<file path="config.mk">
export PLATFORM = sky130hd
export DESIGN_NAME = tds_bank
export DESIGN_NICKNAME = d
export VERILOG_FILES = /design/src/hdl/tds_pkg.sv /design/src/hdl/tds_slot.sv /design/src/hdl/tds_bank.sv
export SDC_FILE = /design/constraint.sdc
export NUM_CORES = 1
export LEC_CHECK = 0
export BUFFER_PORTS_ARGS = -buffer_cell sky130_fd_sc_hd__buf_2
export CAP_MARGIN = 20
export CORE_AREA = 2 2 99 101
export DETAILED_ROUTE_END_ITERATION = 16
export DIE_AREA = 0 0 101 103
export PLACE_DENSITY = 0.85
export SLEW_MARGIN = 10
export SYNTH_ARGS = -nofsm -noshare
export SYNTH_HDL_FRONTEND = slang
export SYNTH_SLANG_ARGS = --single-unit
</file>
<file path="constraint.sdc">
create_clock -name ref_clk -period 2.48 [get_ports ref_clk]
set_clock_uncertainty 0.2 [all_clocks]
set_input_delay 0.124 -clock ref_clk [delete_from_list [all_inputs] [get_ports ref_clk]]
set_output_delay 0.124 -clock ref_clk [all_outputs]
set_load 0.01 [all_outputs]
</file>
<file path="src/hdl/tds_pkg.sv">
// package of constants for the thread dependency slot bank
package tds_pkg;
  localparam int          NUM_SLOTS       = 8;
  localparam int          SLOT_WIDTH      = 16;
  localparam int          TAG_WIDTH       = 8;
  localparam int          TAG_LSB         = 0;
  localparam int          FLAG_BIT        = 15;
  localparam logic [3:0]  BANK_TYPE_CODE  = 4'ha;
  localparam logic [3:0]  BANK_REG_CODE   = 4'hb;
  localparam logic [4:0]  SLOT_SUB_LAST   = 5'h07;
  localparam logic [15:0] SLOT_RESET_VAL  = 16'h0000;
  localparam int          DWORD_HI_LSB    = 16;
endpackage

</file>
<file path="src/hdl/tds_slot.sv">
// one dependency slot: tag and in-flight flag
`timescale 1ns/1ps
`default_nettype none
module tds_slot
  import tds_pkg::*;
(
  // clock and reset
  input  wire logic                 ref_clk,
  input  wire logic                 reset,
  // dispatch load
  input  wire logic                 load,
  input  wire logic [TAG_WIDTH-1:0] load_tag,
  input  wire logic                 load_flag,
  // clears
  input  wire logic                 retire_hit,
  input  wire logic                 write_clear,
  // state
  output logic      [TAG_WIDTH-1:0] tag_q,
  output logic                      flag_q
);
  logic [TAG_WIDTH-1:0] tag_d;
  logic                 flag_d;

  // dispatch wins; tag changes only at dispatch
  always_comb begin
    tag_d  = tag_q;
    flag_d = flag_q;
    if (load) begin
      tag_d  = load_tag;
      flag_d = load_flag;
    end else if (retire_hit || write_clear) begin
      flag_d = 1'b0;
    end
  end

  // reset gives a known value though none is required
  always_ff @(posedge ref_clk) begin
    if (reset) begin
      tag_q  <= SLOT_RESET_VAL[TAG_WIDTH-1:0];
      flag_q <= 1'b0;
    end else begin
      tag_q  <= tag_d;
      flag_q <= flag_d;
    end
  end
endmodule
`default_nettype wire

</file>
<file path="src/hdl/tds_bank.sv">
// thread dependency slot bank top
`timescale 1ns/1ps
`default_nettype none
//////////////////////////////////////////////////////////////////////////////
// Operation
// - eight sixteen-bit unsigned word slots live in the register space.
// - register select upper nibble 1010b picks this bank.
// - low nibble 1011 with sub codes 0..7 selects slots, others reserved.
// - a read returns the stored tag in bits 7:0.
// - bits 14:8 always read zero whatever is written.
// - bit 15 is the in-flight flag for the tagged thread.
// - only a dispatch sets a flag.
// - an end-of-thread broadcast for the named thread clears the flag.
// - only a dispatch changes a stored tag.
// - an instruction write clears the flags of its enabled slots from the start slot upward.
// - reads are per word and write masking is per word.
// - pairs pack into dwords, even slot low half, odd slot high half.
module tds_bank
  import tds_pkg::*;
#(
  parameter int SLOTS = NUM_SLOTS
)
(
  // clock and reset
  input  wire logic                  ref_clk,
  input  wire logic                  reset,
  // dispatch from thread dispatcher
  input  wire logic                  dispatch_valid,
  input  wire logic [SLOTS*TAG_WIDTH-1:0] dispatched_thread_tag,
  input  wire logic [SLOTS-1:0]      dispatch_flags,
  // end-of-thread broadcast
  input  wire logic                  retire_valid,
  input  wire logic [TAG_WIDTH-1:0]  retire_tag,
  // instruction read port
  input  wire logic [7:0]            rd_register_select,
  input  wire logic [4:0]            rd_subregister_select,
  output logic      [SLOT_WIDTH-1:0] rd_word_q,
  output logic      [31:0]           rd_dword_q,
  output logic                       rd_hit_q,
  // instruction write port, per-word enables
  input  wire logic                  wr_valid,
  input  wire logic [7:0]            wr_register_select,
  input  wire logic [4:0]            wr_subregister_select,
  input  wire logic [SLOTS-1:0]      wr_word_enable,
  // flags for the conditional send stall logic
  output logic      [SLOTS-1:0]      in_flight_flag
);
  logic [TAG_WIDTH-1:0]  slot_thread_tag_field [SLOTS];
  logic [SLOTS-1:0]      flag_q;
  logic [SLOTS-1:0]      wr_clear;
  logic [SLOT_WIDTH-1:0] word [SLOTS];
  logic                  rd_sel_ok;
  logic                  wr_sel_ok;
  logic [2:0]            rd_idx;
  logic [2:0]            rd_pair;
  logic [SLOT_WIDTH-1:0] rd_word_d;
  logic [31:0]           rd_dword_d;

  //////////////////////////////////////////////////////////////////////////
  // address decode; reserved codes simply miss
  always_comb begin
    rd_sel_ok = (rd_register_select[7:4] == BANK_TYPE_CODE) &&
                (rd_register_select[3:0] == BANK_REG_CODE) &&
                (rd_subregister_select <= SLOT_SUB_LAST);
    wr_sel_ok = (wr_register_select[7:4] == BANK_TYPE_CODE) &&
                (wr_register_select[3:0] == BANK_REG_CODE) &&
                (wr_subregister_select <= SLOT_SUB_LAST);
    rd_idx    = rd_subregister_select[2:0];
    rd_pair   = {rd_idx[2:1], 1'b0};
  end

  //////////////////////////////////////////////////////////////////////////
  // per-slot storage; write enables are per word, indexed by slot number
  genvar g;
  generate
    for (g = 0; g < SLOTS; g++) begin : g_slot
      // write covers slots from origin upward by its word enables
      assign wr_clear[g] = wr_valid && wr_sel_ok &&
                           (g >= int'(wr_subregister_select)) &&
                           wr_word_enable[g];
      tds_slot tds_slot_inst (
        .ref_clk     (ref_clk),
        .reset       (reset),
        .load        (dispatch_valid),
        .load_tag    (dispatched_thread_tag[g*TAG_WIDTH +: TAG_WIDTH]),
        .load_flag   (dispatch_flags[g]),
        .retire_hit  (retire_valid && flag_q[g] &&
                      (retire_tag == slot_thread_tag_field[g])),
        .write_clear (wr_clear[g]),
        .tag_q       (slot_thread_tag_field[g]),
        .flag_q      (flag_q[g])
      );
      // word image: tag low, zeros in 14:8, flag on top
      assign word[g] = {flag_q[g],
                        {(FLAG_BIT-TAG_WIDTH){1'b0}},
                        slot_thread_tag_field[g]};
    end
  endgenerate

  assign in_flight_flag = flag_q;

  //////////////////////////////////////////////////////////////////////////
  // read mux, word and the dword holding it
  always_comb begin
    rd_word_d  = '0;
    rd_dword_d = '0;
    if (rd_sel_ok) begin
      rd_word_d  = word[rd_idx];
      rd_dword_d = {word[rd_pair + 3'h1], word[rd_pair]};
    end
  end

  // registered read data; no indexing or half control here
  always_ff @(posedge ref_clk) begin
    if (reset) begin
      rd_word_q  <= '0;
      rd_dword_q <= '0;
      rd_hit_q   <= 1'b0;
    end else begin
      rd_word_q  <= rd_word_d;
      rd_dword_q <= rd_dword_d;
      rd_hit_q   <= rd_sel_ok;
    end
  end
endmodule
`default_nettype wire

</file>
==> metrics.txt <==
synth top area cells=dfxtp_1, mux2i_1, xnor2_1; Net Sw Power=1.02 mW; final net count=833; class of the worst hold path=in2reg; Seq. cell area=0.00200 mm^2; core area=0.00946 mm^2; routed vias=4720; die area=0.0104 mm^2; min setup slack post-route=0.111 ns; PortBufs=154; Final Cycle Share=0.955; PwrDens=540 mW/mm^2; number of synthesized register bits=100; critical path data required time=2.55 ns; diodes inserted=0; complex-gate fraction of the synthesized area=0.0121; yosys warns=0; CP max FO=37; DRT antenna net count=0; DR WL/cell=19.3 um; Residual DRC=0; CP Class=in2reg; die width=101 um; RSZ-0062 raised after global routing=false; peak supply drop=0.000354 V; CTS tree=built; 1st-pass router iterations=5; fin util=0.713; nature of the critical path endpoint=flop; Final Critical Period=2.37 ns; highest-count cells in the layout ignoring fill and taps=buf_2, dfxtp_1, dlygate4sd3_1, nor2_1, mux2i_1; Mapped Avg Cell Area=9.92 um^2; Worst setup SP type=input pin; clk slew on worst S/H paths=0.10 ns; Mapped Cells=501; final hold violation count=1; cell leakage power=2.98 nW; grt ovf=0; Worst EP arrival=2.44 ns; Cell Int Power=2.62 mW; Comb pwr share=0.192; Clock Path Buffers=2; switching share of total power=0.280; Worst Tran Pin Value=0.749 ns; antenna violations before repair=0; clock buffer count from CTS=9; largest family of logic cells by synthesized area=multiplexers; Reg power frac=0.482; Initial DRC Count=416; largest net degree at the start of global routing=47; Slowest cell on crit path=dlygate4sd3_1; footprint of the multi-input gates=0.00267 mm^2; post-synth top area cell=dfxtp_1; most used cell, CP=dlygate4sd3_1; vias in the first global route=4668; Slowest Stage Delay on Critical Path=0.60 ns; Initial Utilization=0.525; cells resized by post-CTS repair=0; DP Worst Slack=0.553 ns; die height=103 um; max-slew violations=0; placed cell count=729; CTS Root Cell=clkbuf_8; share of layout cells above drive strength 1=0.266; drt via density=5.67; setup TNS=0 ns; Fill cells=625; crit path buf inv count=3; Total GRT Usage=0.303; H-tree depth=3; Rows=36; Worst slew margin=0.501; Simple-Gate Fraction of Synth Area=0.160; mux contribution to synthesized area=0.237; Max Fclk=0.422 GHz; first-pass GRT wire length=23700 um; Syn Std Cell Area=0.00497 mm^2; I/O Pins=176; failing checks=hold timing; Skew-Pair Late Insertion Delay=0.38 ns; CTS Hold Bufs=88; final setup fails=0; max-cap violations=0; CP top delay family=buffers and inverters; adder-cell share of the synthesized area=0; Yosys top cell area share=0.403; status=complete, but fails checks; GPL Wtd Cong=0.920; commonest non-fill, non-tap cell in the layout=buf_2; Syn-to-layout area delta=35.8%; DP HPWL=9680 um; Worst Hold Slack=-0.000585 ns; XOR/XNOR Fraction of Synth Area=0.113; Post-CTS Setup Repair Bufs=0; sequential area share after synthesis=0.403; total wire length=16000 um; post-synthesis cell type count=27; crit-path cells=buf_2 -> nand3b_1 -> nand3_1 -> dlygate4sd3_1 -> nor2_1 -> nor4_1 -> dlygate4sd3_1; clock power share=0.326; final std cells w/o fill=833; Num Clock Sinks=100
[area by class of cell]
type / count / share of cell area
multi-input combinational: 356 / 0.396
clock inverter: 7 / 0.0148
inverter: 2 / 0.00111
timing repair buffer: 245 / 0.252
sequential: 100 / 0.297
clock buffer: 9 / 0.0184
tap: 114 / 0.0211
[worst register-to-register path: cells and delay by family (launching register included)]
| family | cells | cell delay (ns) |
|---|---|---|
| flip-flops | 1 | 0.36 |
| AND/OR/NAND/NOR | 3 | 0.63 |
| buffers and inverters | 1 | 0.61 |
| XOR/XNOR | 1 | 0.21 |
[power groups by stage]
stage,logic (mW),clock network [mW],registers (mW)
floorplan,0.412,0,1.76
global placement,0.535,0,1.78
detailed placement,0.552,0,1.78
CTS,0.662,1.17,1.75
global route,0.739,1.25,1.76
finish,0.700,1.19,1.76
[sequential cells by signal, summed over array words and instances, names as in the netlist]
register,flops
rd_hit_q,1
rd_word_q,9
rd_dword_q,18
g_slot.tds_slot_inst.tag_q,64
g_slot.tds_slot_inst.flag_q,8
[stage by stage]
stage               cell area [um^2]  power (mW)  hold slack (ns)
floorplan                       5040        2.17           0.0712
global placement                5640        2.32            0.158
detailed placement              5640        2.34            0.166
CTS                             6750        3.58         0.000923
global route                    6750        3.75           0.0449
finish                          6750        3.64        -0.000585
[layer usage]
layer,GRT usage,share of wire,up-vias
met5,0,0,-
met4,0.207,0.069,0
met3,0.0556,0.085,97
met2,0.517,0.48,363
met1,0.348,0.36,2170
li1,-,-,2090
[final timing paths]
path,slack [ns],end,cells past startpoint,startpoint
worst max register to register,0.36,g_slot[1].tds_slot_inst.flag_q,5,g_slot[1].tds_slot_inst.tag_q[3]
worst min-delay path,-0.0006,rd_hit_q,4,rd_register_select[3]
worst max-delay path,0.11,g_slot[5].tds_slot_inst.flag_q,7,reset
worst min register to register,0.35,g_slot[1].tds_slot_inst.tag_q[6],2,g_slot[1].tds_slot_inst.tag_q[6]
[cell families after synthesis]
group,Yosys count
buffers and inverters,65
AOI/OAI and AO/OA,10
other,1
muxes,95
xor gates and xnor gates,64
and+or+nand+nor,166
DFF,100
[cells in the mapped netlist, drive strengths merged]
library cell  count
a21oi             5
buf              43
clkbuf           20
conb              1
dfxtp           100
inv               2
mux2i            77
mux4             18
nand2             8
nand2b            3
nand3            14
nand3b            7
nand4            17
nor2             81
nor2b            18
nor3             12
nor4              4
o211ai            1
o21ai             1
o31ai             3
or3               1
or4               1
xnor2            60
xor2              4
Note: power is estimated with default switching activity, not from simulation.
